[config.mk]
export PLATFORM = sky130hd
export DESIGN_NAME = dual_dac_serial_load_and_clear
export DESIGN_NICKNAME = d
export VERILOG_FILES = /design/src/hdl/dual_dac_serial_load_and_clear.v
export VERILOG_INCLUDE_DIRS = /design/src /design/src/include
export SDC_FILE = /design/constraint.sdc
export NUM_CORES = 1
export LEC_CHECK = 0
export BUFFER_PORTS_ARGS = -buffer_cell sky130_fd_sc_hd__buf_2
export CAP_MARGIN = 20
export CORE_ASPECT_RATIO = 1.1
export CORE_MARGIN = 1.5
export CORE_UTILIZATION = 40
export DETAILED_ROUTE_END_ITERATION = 8
export HOLD_SLACK_MARGIN = 0.1
export REMOVE_ABC_BUFFERS = 1
export SLEW_MARGIN = 20
export SYNTH_ARGS = -nofsm -noshare
export SYNTH_HDL_FRONTEND = slang
export SYNTH_SLANG_ARGS = --single-unit
[constraint.sdc]
create_clock -name sys_clk -period 5.75 [get_ports sys_clk]
set_input_delay 0.575 -clock sys_clk [delete_from_list [all_inputs] [get_ports sys_clk]]
set_output_delay 0.575 -clock sys_clk [all_outputs]
set_load 0.1 [all_outputs]
[src/include/dac_serial_consts.vh]
// constants for the dual 12-bit converter serial front end
// assumes inclusion by bare name from every design file that needs them
`ifndef DAC_SERIAL_CONSTS_VH
`define DAC_SERIAL_CONSTS_VH

// ------------------------------------------------------------
// frame geometry
// ------------------------------------------------------------
`define FRAME_BITS 24
`define FRAME_LAST 5'd24
`define BIT_CNT_W 5
`define BIT_CNT_ZERO 5'd0
`define BIT_CNT_ONE 5'd1

// ------------------------------------------------------------
// field positions inside one 24-bit frame
// ------------------------------------------------------------
`define CMD_HI 21
`define CMD_LO 19
`define ADDR_HI 18
`define ADDR_LO 16
`define DATA_HI 15
`define DATA_LO 4
`define REF_SEL_BIT 0

// ------------------------------------------------------------
// command codes
// ------------------------------------------------------------
`define CMD_WR_INPUT 3'h0
`define CMD_UPD_DAC 3'h1
`define CMD_WR_UPD_ALL 3'h2
`define CMD_WR_UPD_ONE 3'h3
`define CMD_REF_SETUP 3'h7

// ------------------------------------------------------------
// channel address codes
// ------------------------------------------------------------
`define ADDR_CH_A 3'h0
`define ADDR_CH_B 3'h1
`define ADDR_CH_ALL 3'h7

// ------------------------------------------------------------
// reset values and buffering
// ------------------------------------------------------------
`define CODE_W 12
`define ZERO_CODE 12'h000
`define REF_OUT_RESET 1'b0
`define FIFO_DEPTH 8
`define FIFO_AW 3

`endif

[src/hdl/dual_dac_serial_load_and_clear.v]
// serial write front end and register update logic of a dual 12-bit
// converter, plus the frame fifo that sits between capture and decode.
// assumes: sys_clk at 40 MHz; every pin input is asynchronous to it and
// the serial clock is slow enough (bench: 200 ns) to be oversampled.
`timescale 1ns/10ps
`include "dac_serial_consts.vh"
// ------------------------------------------------------------
// frame fifo
// ------------------------------------------------------------
module frame_fifo #(
  parameter WIDTH = 24,
  parameter DEPTH = 8,
  parameter AW = 3
) (
  input wire clk, // system clock
  input wire rst_n, // asynchronous reset, active low
  input wire flush, // drop every stored word
  input wire in_valid, // word offered
  output reg in_ready, // room for a word
  input wire [WIDTH-1:0] in_data, // word to store
  output wire out_valid, // word available
  input wire out_ready, // consumer takes the word
  output wire [WIDTH-1:0] out_data // oldest word
);
  reg [WIDTH-1:0] mem [0:DEPTH-1]; // storage
  reg [AW-1:0] wr_ptr_r; // write index
  reg [AW-1:0] rd_ptr_r; // read index
  reg [AW:0] count_r; // words held
  wire push; // a word enters
  wire pop; // a word leaves
  assign push = in_valid && in_ready && !flush;
  assign pop = out_valid && out_ready && !flush;
  assign out_valid = (count_r != {(AW+1){1'b0}});
  assign out_data = mem[rd_ptr_r];
  // storage has no reset; only words below count_r are ever read
  always @(posedge clk) begin
    if (push) begin
      mem[wr_ptr_r] <= in_data;
    end
  end
  // pointers, fill level and registered ready
  always @(posedge clk or negedge rst_n) begin
    if (!rst_n) begin
      wr_ptr_r <= {AW{1'b0}};
      rd_ptr_r <= {AW{1'b0}};
      count_r <= {(AW+1){1'b0}};
      in_ready <= 1'b1;
    end else if (flush) begin
      wr_ptr_r <= {AW{1'b0}};
      rd_ptr_r <= {AW{1'b0}};
      count_r <= {(AW+1){1'b0}};
      in_ready <= 1'b1;
    end else begin
      if (push) begin
        wr_ptr_r <= wr_ptr_r + {{(AW-1){1'b0}}, 1'b1};
      end
      if (pop) begin
        rd_ptr_r <= rd_ptr_r + {{(AW-1){1'b0}}, 1'b1};
      end
      case ({push, pop})
        2'b10: begin
          count_r <= count_r + {{AW{1'b0}}, 1'b1};
          // ready is registered from the next fill level, so it drops as the last slot fills
          in_ready <= (count_r + {{AW{1'b0}}, 1'b1}) < DEPTH;
        end
        2'b01: begin
          count_r <= count_r - {{AW{1'b0}}, 1'b1};
          in_ready <= 1'b1;
        end
        default: begin
          count_r <= count_r;
          in_ready <= in_ready;
        end
      endcase
    end
  end
endmodule
// ------------------------------------------------------------
// top: serial capture, clear logic and channel registers
// ------------------------------------------------------------
module dual_dac_serial_load_and_clear (
  input wire sys_clk, // 40 MHz system clock
  input wire rst_n, // asynchronous reset, active low
  input wire sync_n, // frame select pin, active low
  input wire sclk, // serial shift clock pin
  input wire din, // serial data pin
  input wire load_strobe_n, // load strobe pin, active low
  input wire async_clear_n, // clear pin, active low
  output reg [11:0] channel_a_output, // converter register a
  output reg [11:0] channel_b_output, // converter register b
  output reg ref_out_en, // reference pin drives out when high
  output reg clear_mode, // zero-scale clear mode active
  output reg frame_ready // fifo can accept another frame
);
  // decode helpers: does an address select a given channel
  function sel_a;
    input [2:0] addr;
    begin
      sel_a = (addr == `ADDR_CH_A) || (addr == `ADDR_CH_ALL);
    end
  endfunction
  function sel_b;
    input [2:0] addr;
    begin
      sel_b = (addr == `ADDR_CH_B) || (addr == `ADDR_CH_ALL);
    end
  endfunction
  // ------------------------------------------------------------
  // input synchronisers
  // ------------------------------------------------------------
  reg [4:0] meta_r; // first stage, read only by second stage
  reg [4:0] sync_r; // second stage, safe to use
  reg sclk_d_r; // delayed serial clock for edge detect
  reg sync_d_r; // delayed frame select for edge detect
  reg clr_d_r; // delayed clear for edge detect
  wire sclk_s; // synchronised serial clock
  wire sync_s; // synchronised frame select
  wire din_s; // synchronised data
  wire load_strobe_n_s; // synchronised load strobe
  wire clr_s; // synchronised clear
  assign sclk_s = sync_r[0];
  assign sync_s = sync_r[1];
  assign din_s = sync_r[2];
  assign load_strobe_n_s = sync_r[3];
  assign clr_s = sync_r[4];
  // two flops on every pin; data shares the clock's latency so the
  // bit seen at a detected edge is the bit present at the pin edge
  always @(posedge sys_clk or negedge rst_n) begin
    if (!rst_n) begin
      meta_r <= 5'h1b;
      sync_r <= 5'h1b;
      sclk_d_r <= 1'b1;
      sync_d_r <= 1'b1;
      clr_d_r <= 1'b1;
    end else begin
      meta_r <= {async_clear_n, load_strobe_n, din, sync_n, sclk};
      sync_r <= meta_r;
      sclk_d_r <= sclk_s;
      sync_d_r <= sync_s;
      clr_d_r <= clr_s;
    end
  end
  wire sclk_fall; // serial clock fell
  wire sync_fall; // frame select fell
  wire sync_rise; // frame select rose
  wire clr_fall; // clear fell
  assign sclk_fall = sclk_d_r && !sclk_s;
  assign sync_fall = sync_d_r && !sync_s;
  assign sync_rise = !sync_d_r && sync_s;
  assign clr_fall = clr_d_r && !clr_s;
  // ------------------------------------------------------------
  // frame capture
  // ------------------------------------------------------------
  reg [23:0] shift_r;
  reg [4:0] bit_cnt_r; // falling edges seen this frame
  reg abort_r; // frame killed by clear, wait for select high
  reg push_r; // one-cycle frame offer to the fifo
  reg [23:0] frame_r; // completed frame held for the fifo
  wire fifo_in_ready; // fifo has room
  wire shift_en; // capture enabled this cycle
  // a frame that finds the fifo full is lost, so frame_ready tells the
  // master to pause; at 200 ns bits the decoder only falls behind while clear is held low
  assign shift_en = !sync_s && !abort_r && (bit_cnt_r != `FRAME_LAST);
  // shift register, bit counter and abort flag
  always @(posedge sys_clk or negedge rst_n) begin
    if (!rst_n) begin
      shift_r <= 24'h000000;
      bit_cnt_r <= `BIT_CNT_ZERO;
      abort_r <= 1'b0;
      push_r <= 1'b0;
      frame_r <= 24'h000000;
    end else begin
      push_r <= 1'b0;
      if (clr_fall) begin
        // clear wins over any edge in the same cycle
        bit_cnt_r <= `BIT_CNT_ZERO;
        abort_r <= !sync_s;
      end else if (sync_fall) begin
        bit_cnt_r <= `BIT_CNT_ZERO;
        abort_r <= 1'b0;
      end else if (sync_rise) begin
        // partial frame dropped, nothing was pushed
        bit_cnt_r <= `BIT_CNT_ZERO;
        abort_r <= 1'b0;
      end else if (shift_en && sclk_fall) begin
        shift_r <= {shift_r[22:0], din_s};
        bit_cnt_r <= bit_cnt_r + `BIT_CNT_ONE;
        if (bit_cnt_r == (`FRAME_LAST - `BIT_CNT_ONE)) begin
          frame_r <= {shift_r[22:0], din_s};
          push_r <= 1'b1;
        end
      end
    end
  end

  // ------------------------------------------------------------
  // fifo between capture and decode
  // ------------------------------------------------------------
  wire fifo_out_valid; // a frame waits for decode
  wire [23:0] fifo_out_data; // oldest frame
  wire fifo_out_ready; // decode takes it
  wire fifo_flush; // drop queued frames on clear
  // decode stalls while clear is held low, so frames queue up
  assign fifo_out_ready = clr_s;
  assign fifo_flush = clr_fall;
  frame_fifo #(
    .WIDTH(`FRAME_BITS),
    .DEPTH(`FIFO_DEPTH),
    .AW(`FIFO_AW)
  ) u_fifo (
    .clk(sys_clk),
    .rst_n(rst_n),
    .flush(fifo_flush),
    .in_valid(push_r),
    .in_ready(fifo_in_ready),
    .in_data(frame_r),
    .out_valid(fifo_out_valid),
    .out_ready(fifo_out_ready),
    .out_data(fifo_out_data)
  );
  // ------------------------------------------------------------
  // frame decode
  // ------------------------------------------------------------
  wire take; // a frame is decoded this cycle
  wire [2:0] cmd; // command field
  wire [2:0] addr; // channel address field
  wire [11:0] code; // data code
  assign take = fifo_out_valid && fifo_out_ready;
  assign cmd = fifo_out_data[`CMD_HI:`CMD_LO];
  assign addr = fifo_out_data[`ADDR_HI:`ADDR_LO];
  assign code = fifo_out_data[`DATA_HI:`DATA_LO];
  reg wr_a; // write input register a
  reg wr_b; // write input register b
  reg up_a; // software update of converter a
  reg up_b; // software update of converter b
  reg ref_wr; // reference setup frame
  // command decoding; unlisted commands are accepted and ignored
  always @* begin
    wr_a = 1'b0;
    wr_b = 1'b0;
    up_a = 1'b0;
    up_b = 1'b0;
    ref_wr = 1'b0;
    if (take) begin
      case (cmd)
        `CMD_WR_INPUT: begin
          wr_a = sel_a(addr);
          wr_b = sel_b(addr);
        end
        `CMD_UPD_DAC: begin
          up_a = sel_a(addr);
          up_b = sel_b(addr);
        end
        `CMD_WR_UPD_ALL: begin
          wr_a = sel_a(addr);
          wr_b = sel_b(addr);
          up_a = 1'b1;
          up_b = 1'b1;
        end
        `CMD_WR_UPD_ONE: begin
          wr_a = sel_a(addr);
          wr_b = sel_b(addr);
          up_a = sel_a(addr);
          up_b = sel_b(addr);
        end
        `CMD_REF_SETUP: begin
          ref_wr = 1'b1;
        end
        default: begin
          ref_wr = 1'b0;
        end
      endcase
    end
  end
  // ------------------------------------------------------------
  // channel registers
  // ------------------------------------------------------------
  reg [11:0] in_a_r; // input register a
  reg [11:0] in_b_r; // input register b
  reg pend_a_r; // input a newer than converter a
  reg pend_b_r; // input b newer than converter b
  wire load_strobe_n_go; // hardware load request
  // a low level loads, so a strobe tied low updates on every write
  // limitation: a strobe pulse shorter than one clock may be missed
  assign load_strobe_n_go = !load_strobe_n_s && clr_s;
  // input registers, pending flags, converter registers
  always @(posedge sys_clk or negedge rst_n) begin
    if (!rst_n) begin
      in_a_r <= `ZERO_CODE;
      in_b_r <= `ZERO_CODE;
      pend_a_r <= 1'b0;
      pend_b_r <= 1'b0;
      channel_a_output <= `ZERO_CODE;
      channel_b_output <= `ZERO_CODE;
    end else if (clr_fall) begin
      in_a_r <= `ZERO_CODE;
      in_b_r <= `ZERO_CODE;
      pend_a_r <= 1'b0;
      pend_b_r <= 1'b0;
      channel_a_output <= `ZERO_CODE;
      channel_b_output <= `ZERO_CODE;
    end else begin
      if (wr_a) begin
        in_a_r <= code;
      end
      if (wr_b) begin
        in_b_r <= code;
      end
      // software update writes through; the new code goes out at once
      if (up_a) begin
        channel_a_output <= wr_a ? code : in_a_r;
      end else if (load_strobe_n_go && pend_a_r) begin
        channel_a_output <= in_a_r;
      end
      if (up_b) begin
        channel_b_output <= wr_b ? code : in_b_r;
      end else if (load_strobe_n_go && pend_b_r) begin
        channel_b_output <= in_b_r;
      end
      // a write in the same cycle as a load keeps pending set
      pend_a_r <= (wr_a && !up_a) ||
        (pend_a_r && !up_a && !load_strobe_n_go);
      pend_b_r <= (wr_b && !up_b) ||
        (pend_b_r && !up_b && !load_strobe_n_go);
    end
  end

  // ------------------------------------------------------------
  // reference select, clear mode, fifo status
  // ------------------------------------------------------------
  always @(posedge sys_clk or negedge rst_n) begin
    if (!rst_n) begin
      ref_out_en <= `REF_OUT_RESET;
      clear_mode <= 1'b0;
      frame_ready <= 1'b1;
    end else begin
      if (ref_wr) begin
        ref_out_en <= fifo_out_data[`REF_SEL_BIT];
      end
      // clear set wins over a frame ending in the same cycle
      if (clr_fall) begin
        clear_mode <= 1'b1;
      end else if (push_r) begin
        clear_mode <= 1'b0;
      end
      frame_ready <= fifo_in_ready;
    end
  end
endmodule

* Word-level counts from Yosys, hierarchy flattened *
Memories as Yosys holds them, arrays and structs flattened.
Index checks and enable logic that the tools add are counted.

storage, ports and cells
  bits in registers = 131
  latch bits = 0
  bits in writable memories = 192
  bits in read-only memories = 0
  output and inout bits = 27
  logic and storage cells = 139
  memories kept = 1

memories
  name        words  width  rd ports  clocked after memory_dff  write ports  line                                 source
  u_fifo.mem  8      24     1         0                         1            dual_dac_serial_load_and_clear.v:25  reg [WIDTH-1:0] mem [0:DEPTH-1];

operators by class
  add/subtract/negate cells = 6
  multipliers = 0
  div/mod/pow operators = 0
  $lt $le $gt $ge = 1
  equal/unequal tests = 10
  shift-type cells = 0
  muxes and demuxes = 46
  bitwise logic cells = 3
  reductions and logical operators = 49

operator list
  kind                                                                            count
  12-bit 2-to-1 mux                                                               10
  32-bit by 4-bit less-than comparator with 1-bit output (second input constant)  1
  1-bit 2-to-1 mux                                                                23
  1-bit logical AND                                                               20
  5-bit 2-to-1 mux                                                                4
  3-bit 2-to-1 mux                                                                4
  3-bit nonzero test                                                              4
  1-bit zero test                                                                 10
  4-bit case mux with 2 select lines                                              1
  4-bit nonzero test                                                              2
  3-bit by 1-bit adder with 3-bit output (second input constant)                  2
  3-bit by 1-bit == test with 1-bit output (second input constant)                2
  3-bit by 2-bit == test with 1-bit output (second input constant)                2
  3-bit == test (second input constant)                                           2
  3-bit zero test                                                                 2
  1-bit case mux with 2 select lines                                              3
  2-bit nonzero test                                                              3
  4-bit by 1-bit adder with 5-bit output (second input constant)                  1
  5-bit by 1-bit adder with 5-bit output (second input constant)                  1
  5-bit == test (second input constant)                                           1
  5-bit inequality test (second input constant)                                   1
  5-bit AND reduction                                                             1
  4-bit by 1-bit adder with 4-bit output (second input constant)                  1
  1-bit logical OR                                                                4
  other kinds (8)                                                                 10

* Depth between registers and ports, before layout *
An unclocked memory read counts as a cell.

  depth after elaboration = 10
  gate-level depth with buffers = 10
  mapped depth without buffers = 9

* By module *
From an unflattened synthesis, not the netlist that was laid out.

second synthesis, totals
  cells, all modules = 719
  area total of the unflattened synthesis = 12,967.4 sq um

modules (own cells, without submodules)
  module                          instances  cells each  area each (sq um)
  frame_fifo                      1          352         7,957.6
  dual_dac_serial_load_and_clear  1          367         5,009.8

* Worst setup path after synthesis *
No wires, ideal clock.

  path kind = flip-flop to flip-flop
  from = register sync_r[4]
  to = memory u_fifo.mem[1][0] (enable)
  library setup time = 0.419 ns
  data arrival time = 2.743 ns
  slack = 2.589 ns
  cell stages (with the launch flop) = 6
  path through = dfstp_2 > nand2b_1 > clkbuf_1 > buf_1 > nand4_1 > nor3_1

between the ends
  word-level cells in the longest chain between the ends = 6

ends and longest elaborated chain
  what                                    line                                  source
  start, declared                         dual_dac_serial_load_and_clear.v:112  reg [4:0] sync_r;
  start signal, assigned                  dual_dac_serial_load_and_clear.v:137  sync_r <= meta_r;
  1-bit zero test                         dual_dac_serial_load_and_clear.v:150  assign clr_fall = clr_d_r && !clr_s;
  1-bit logical AND                       dual_dac_serial_load_and_clear.v:150
  1-bit zero test                         dual_dac_serial_load_and_clear.v:31   assign push = in_valid && in_ready && !flush;
  1-bit logical AND                       dual_dac_serial_load_and_clear.v:31
  1-bit 2-to-1 mux                        dual_dac_serial_load_and_clear.v:37   if (push) begin
  1-bit 2-to-1 mux (not written as such)  dual_dac_serial_load_and_clear.v:38   mem[wr_ptr_r] <= in_data;
  end, declared                           dual_dac_serial_load_and_clear.v:25

Every way passes these cells.

* Worst setup path after layout *
  from = register u_fifo.rd_ptr_r[0]
  to = register channel_b_output[1]

between the ends
  word-level cells in the longest chain between the ends = 8
  elaborated cells on any way between the ends = 18

ends and longest elaborated chain
  what                                                                     line                                  source
  start, declared                                                          dual_dac_serial_load_and_clear.v:27   reg [AW-1:0] rd_ptr_r;
  start signal, assigned                                                   dual_dac_serial_load_and_clear.v:45   rd_ptr_r <= {AW{1'b0}};
  start signal, assigned                                                   dual_dac_serial_load_and_clear.v:50   rd_ptr_r <= {AW{1'b0}};
  start signal, assigned                                                   dual_dac_serial_load_and_clear.v:58   rd_ptr_r <= rd_ptr_r + {{(AW-1){1'b0}}, 1'b1};
  memory read 8 x 24 bit (*)                                               n/a
  3-bit by 2-bit == test with 1-bit output (tied with other cells)         n/a
  3-bit OR reduction (no source line) or 1-bit logical OR (tied branches)  n/a
  1-bit 2-to-1 mux                                                         n/a
  1-bit 2-to-1 mux                                                         dual_dac_serial_load_and_clear.v:244  if (take) begin
  12-bit 2-to-1 mux                                                        n/a
  12-bit 2-to-1 mux                                                        dual_dac_serial_load_and_clear.v:315  if (up_b) begin
  12-bit 2-to-1 mux                                                        dual_dac_serial_load_and_clear.v:295  end else if (clr_fall) begin
  end signal, assigned                                                     dual_dac_serial_load_and_clear.v:294  channel_b_output <= `ZERO_CODE;
  end signal, assigned                                                     dual_dac_serial_load_and_clear.v:316  channel_b_output <= wr_b ? code : in_b_r;
  end signal, assigned                                                     dual_dac_serial_load_and_clear.v:318  channel_b_output <= in_b_r;
  end, declared                                                            dual_dac_serial_load_and_clear.v:90   output reg [11:0] channel_b_output,

Every way passes the cells marked *; elsewhere a longest branch is shown, timed or not.
A chain may end at the register's enable or synchronous reset.

==> flow_summary_export.csv <==
group,metric,value,unit
status,outcome,"complete, no violations",
synthesis,synth_area_leaders,"edfxtp_1, dfrtp_1, mux4_2",
timing,skew,0.0113,ns
placement,io_buffers,33,
power,finalPower,4.16,mW
power,power.leakage,4.95,nW
timing,final.period_utilization,67.6,%
power,p_int,3.30,mW
synthesis,muxShareOfSynthArea,15.8,%
synthesis,synth_cell_types,61,
global_route,first_global_vias,6482,
final_layout,drive_gt1_share,26.3,%
placement,dp_hpwl,14400,µm
floorplan,dieWidth,164,µm
synthesis,yosys.area_share.simple,5.50,%
cts,cts_buffer_depth,3,
global_route,grt_first_pass_wirelength,35900,µm
setup_path,arrival,4.33,ns
cts,path_clk_slew,0.06,ns
power,comb_power_share,3.6,%
route,vias,6042,
hold_path,hold_class,"primary input to register",
power,ir_drop,187,µV
floorplan,rows,64,
timing,fin_crit,3.89,ns
route,firstDrtPassIters,4,
timing,max_freq,257,MHz
power,power_frac_clock,45.4,%
power,switching_share,20.5,%
cts,cts.repair.resized,0,
global_route,grt_usage,15.8,%
route,ant_nets,0,
cts,numCtsBuffers,29,
timing,drv_slew,0,
synthesis,synth_compound_area_share,7.41,%
synthesis,synth_top_area_share,40.2,%
cts,cts_root_buffer,"clkbuf_16",
timing,rsz0062_at_grt,"false",
cts,clock_latency,0.53,ns
power,power_density,322,mW/mm²
synthesis,synth_top_family_by_area,"multiplexers",
route,detail_route.iter0.violations,531,
global_route,antenna_found_initial,0,
final_layout,fillers,2410,
synthesis,async_flop_share,44.9,%
cts,htree_num_levels,1,
cts,cts.sinks,276,
timing,finalSetupTns,0,ns
setup_path,end_kind,"register",
setup_path,start_kind,"register",
global_route,gr-total-overflow,0,
flow_run,drv_cap,0,
placement,routabilityCongestion,0.738,
power,p_sw,853,µW
timing,slew_headroom,32.1,%
timing,hold_viol,0,
route,routed_via_density,5.37,
synthesis,ys_warn_count,0,
synthesis,synth-xor-area-share,0.684,%
floorplan,die_h,180,µm
cts,cts_tree,"yes",
global_route,grt_max_degree,77,
synthesis,post_synth.cell_area_avg,16.3,µm²
setup_path,crit_fanout,31,
timing,finalSetupViolCount,0,
synthesis,synth_edf_count,152,
route,finalWirelength,22600,µm
setup_path,critPathRequiredTime,6.19,ns
floorplan,io_pins,34,
synthesis,syn_inst,696,
timing,tightestPinTransition,1.02,ns
final_layout,fin_nets,757,
route,wl_per_cell,20.1,µm
route,drc,0,
final_layout,syn_to_final_growth,13.9,%
floorplan,placeableCoreArea,0.0279,mm²
floorplan,die-area,0.0294,mm²
setup_path,critPathKind,"register to register",
synthesis,synth_top_cell_by_area,"edfxtp_1",
synthesis,syn_area,0.0113,mm²
final_layout,diodes,0,
synthesis,synth_top_flop_cell,"edfxtp_1",
synthesis,seq_area_frac_synth,67.7,%
synthesis,synth_fa_ha_area_share,1.06,%
power,power_frac_seq,51.0,%
floorplan,start_util,40.7,%
synthesis,ys_ff_latch,276,
-- power groups by stage --
stage	clock [mW]	combinational [mW]	sequential, mW
CTS	1.93	0.150	2.12
finish	1.89	0.148	2.12
global route	2.02	0.159	2.12
detailed placement	0	0.149	2.16
floorplan	0	0.0517	2.20
global placement	0	0.144	2.16
-- cell families (layout without fill, tap and decap cells) --
| group | Yosys count | count (layout) |
|---|---|---|
| flops | 276 | 276 |
| simple gates | 134 | 134 |
| mux | 122 | 122 |
| compound gates | 105 | 105 |
| buf+inv | 42 | 109 |
| fa+ha+maj | 9 | 9 |
| xor+xnor | 8 | 8 |
-- critical path: stages (launching register included) --
cell and delay (ns):
dfrtp_2 0.66, buf_4 0.58, mux4_2 0.58, nor2_2 0.18
o221ai_2 0.42, nor3_4 0.84, mux2i_1 0.31, a2bb2oi_1 0.21
-- per-stage QoR --
stage               cells  hold WS (ns)  utilization [%]  setup WS, ns  cell area, µm²
floorplan             661         0.279                -          1.61           11200
global placement     1072         0.333             42.8          1.97           11900
detailed placement   1072         0.342             42.8          1.81           11900
CTS                  1126         0.121             46.3          1.79           12900
global route         1126         0.117             46.4          1.50           12900
finish               1126         0.141             46.4          1.86           12900
-- synth_stat cells, types with 3 or more instances --
master       n
a21boi_1     6
a21oi_1     15
a2bb2oi_1   13
a31oi_1      4
and2_1       6
buf_1        7
buf_2        7
buf_4        3
buf_6        4
clkbuf_1    14
dfrtp_1    111
dfstp_2     13
edfxtp_1   152
ha_1         8
inv_1        6
mux2_1      14
mux2_2      36
mux2i_1     30
mux4_2      38
nand2_1     68
nand2b_1     5
nand3_1      8
nor2_1      23
nor2b_1      5
nor3_1       5
o211ai_1     6
o21ai_0     12
o221a_1      6
o2bb2ai_1    6
o311ai_1    11
o31ai_1      9
xnor2_1      4
xor2_1       3
-- layout make-up --
type	count	area, µm²	share of cell area (%)
Timing Repair Buffer	49	294	2.27
Multi-Input combinational cell	378	3500	27.0
Tap cell	363	454	3.51
Clock buffer	38	769	5.95
Sequential cell	276	7680	59.4
Inverter	7	26.3	0.203
Clock inverter	15	203	1.57
-- per-layer routing --
metal  wire length, µm  global-route usage (%)
met3              1020                    2.49
met5                 0                       0
met1              9630                    20.3
met4               545                    4.44
met2             11400                    27.4
-- final timing paths --
kind                                                 from  cells past startpoint                               to  slack (ns)
max in group asynchronous                           rst_n                      3   u_fifo.rd_ptr_r[0]$_DFFE_PN0P_        3.80
hold reg to reg                       meta_r[4]$_DFF_PN1_                      0              sync_r[4]$_DFF_PN1_        0.36
setup reg to reg           u_fifo.rd_ptr_r[0]$_DFFE_PN0P_                      7  channel_b_output[1]$_DFFE_PN0P_        1.86
hold / removal                              load_strobe_n                      1              meta_r[3]$_DFF_PN1_        0.14
min in group asynchronous                           rst_n                      2   u_fifo.wr_ptr_r[0]$_DFFE_PN0P_        0.55
setup / recovery           u_fifo.rd_ptr_r[0]$_DFFE_PN0P_                      7  channel_b_output[1]$_DFFE_PN0P_        1.86
-- sequential cells by signal, indices dropped and copies added (netlist names), 3 cells and up --
name and count:
u_fifo.mem 152, shift_r 21, bit_cnt_r 5, u_fifo.rd_ptr_r 3
u_fifo.count_r 4, meta_r 5, u_fifo.wr_ptr_r 3, channel_b_output 12
in_a_r 12, in_b_r 12, channel_a_output 12, frame_r 19
sync_r 5
-- layout by cell type (no fill, tap or decap), types with 3 or more instances in the layout --
| master | netlist | final |
|---|---|---|
| a2bb2oi_1 | 13 | 13 |
| nand2_1 | 68 | 68 |
| o31ai_1 | 9 | 9 |
| nor2_2 | 2 | 3 |
| edfxtp_1 | 152 | 152 |
| and2_1 | 6 | 6 |
| clkinv_2 | 0 | 5 |
| mux2_2 | 36 | 36 |
| nor2b_1 | 5 | 5 |
| nor2_1 | 23 | 22 |
| a21boi_1 | 6 | 6 |
| ha_1 | 8 | 8 |
| bufinv_16 | 0 | 5 |
| mux2_1 | 14 | 14 |
| o221a_1 | 6 | 6 |
| clkbuf_1 | 14 | 8 |
| o21ai_0 | 12 | 12 |
| o211ai_1 | 6 | 6 |
| xnor2_1 | 4 | 4 |
| buf_2 | 7 | 32 |
| inv_1 | 6 | 6 |
| clkbuf_16 | 0 | 29 |
| a21oi_1 | 15 | 14 |
| clkinv_1 | 0 | 3 |
| mux4_2 | 38 | 38 |
| buf_4 | 3 | 15 |
| nand2b_1 | 5 | 5 |
| nand3_1 | 8 | 8 |
| o2bb2ai_1 | 6 | 6 |
| mux2i_1 | 30 | 30 |
| dfstp_2 | 13 | 13 |
| o311ai_1 | 11 | 11 |
| dfrtp_1 | 111 | 110 |
| nor3_1 | 5 | 3 |
| xor2_1 | 3 | 3 |
-- what timing repair did --
item / 4_1_cts / 5_1_grt
hold endpoints to repair: 47 / 0
setup buffers: 0 / 0
hold buffers: 1 / 0
Power figures use the tool's default switching activity.
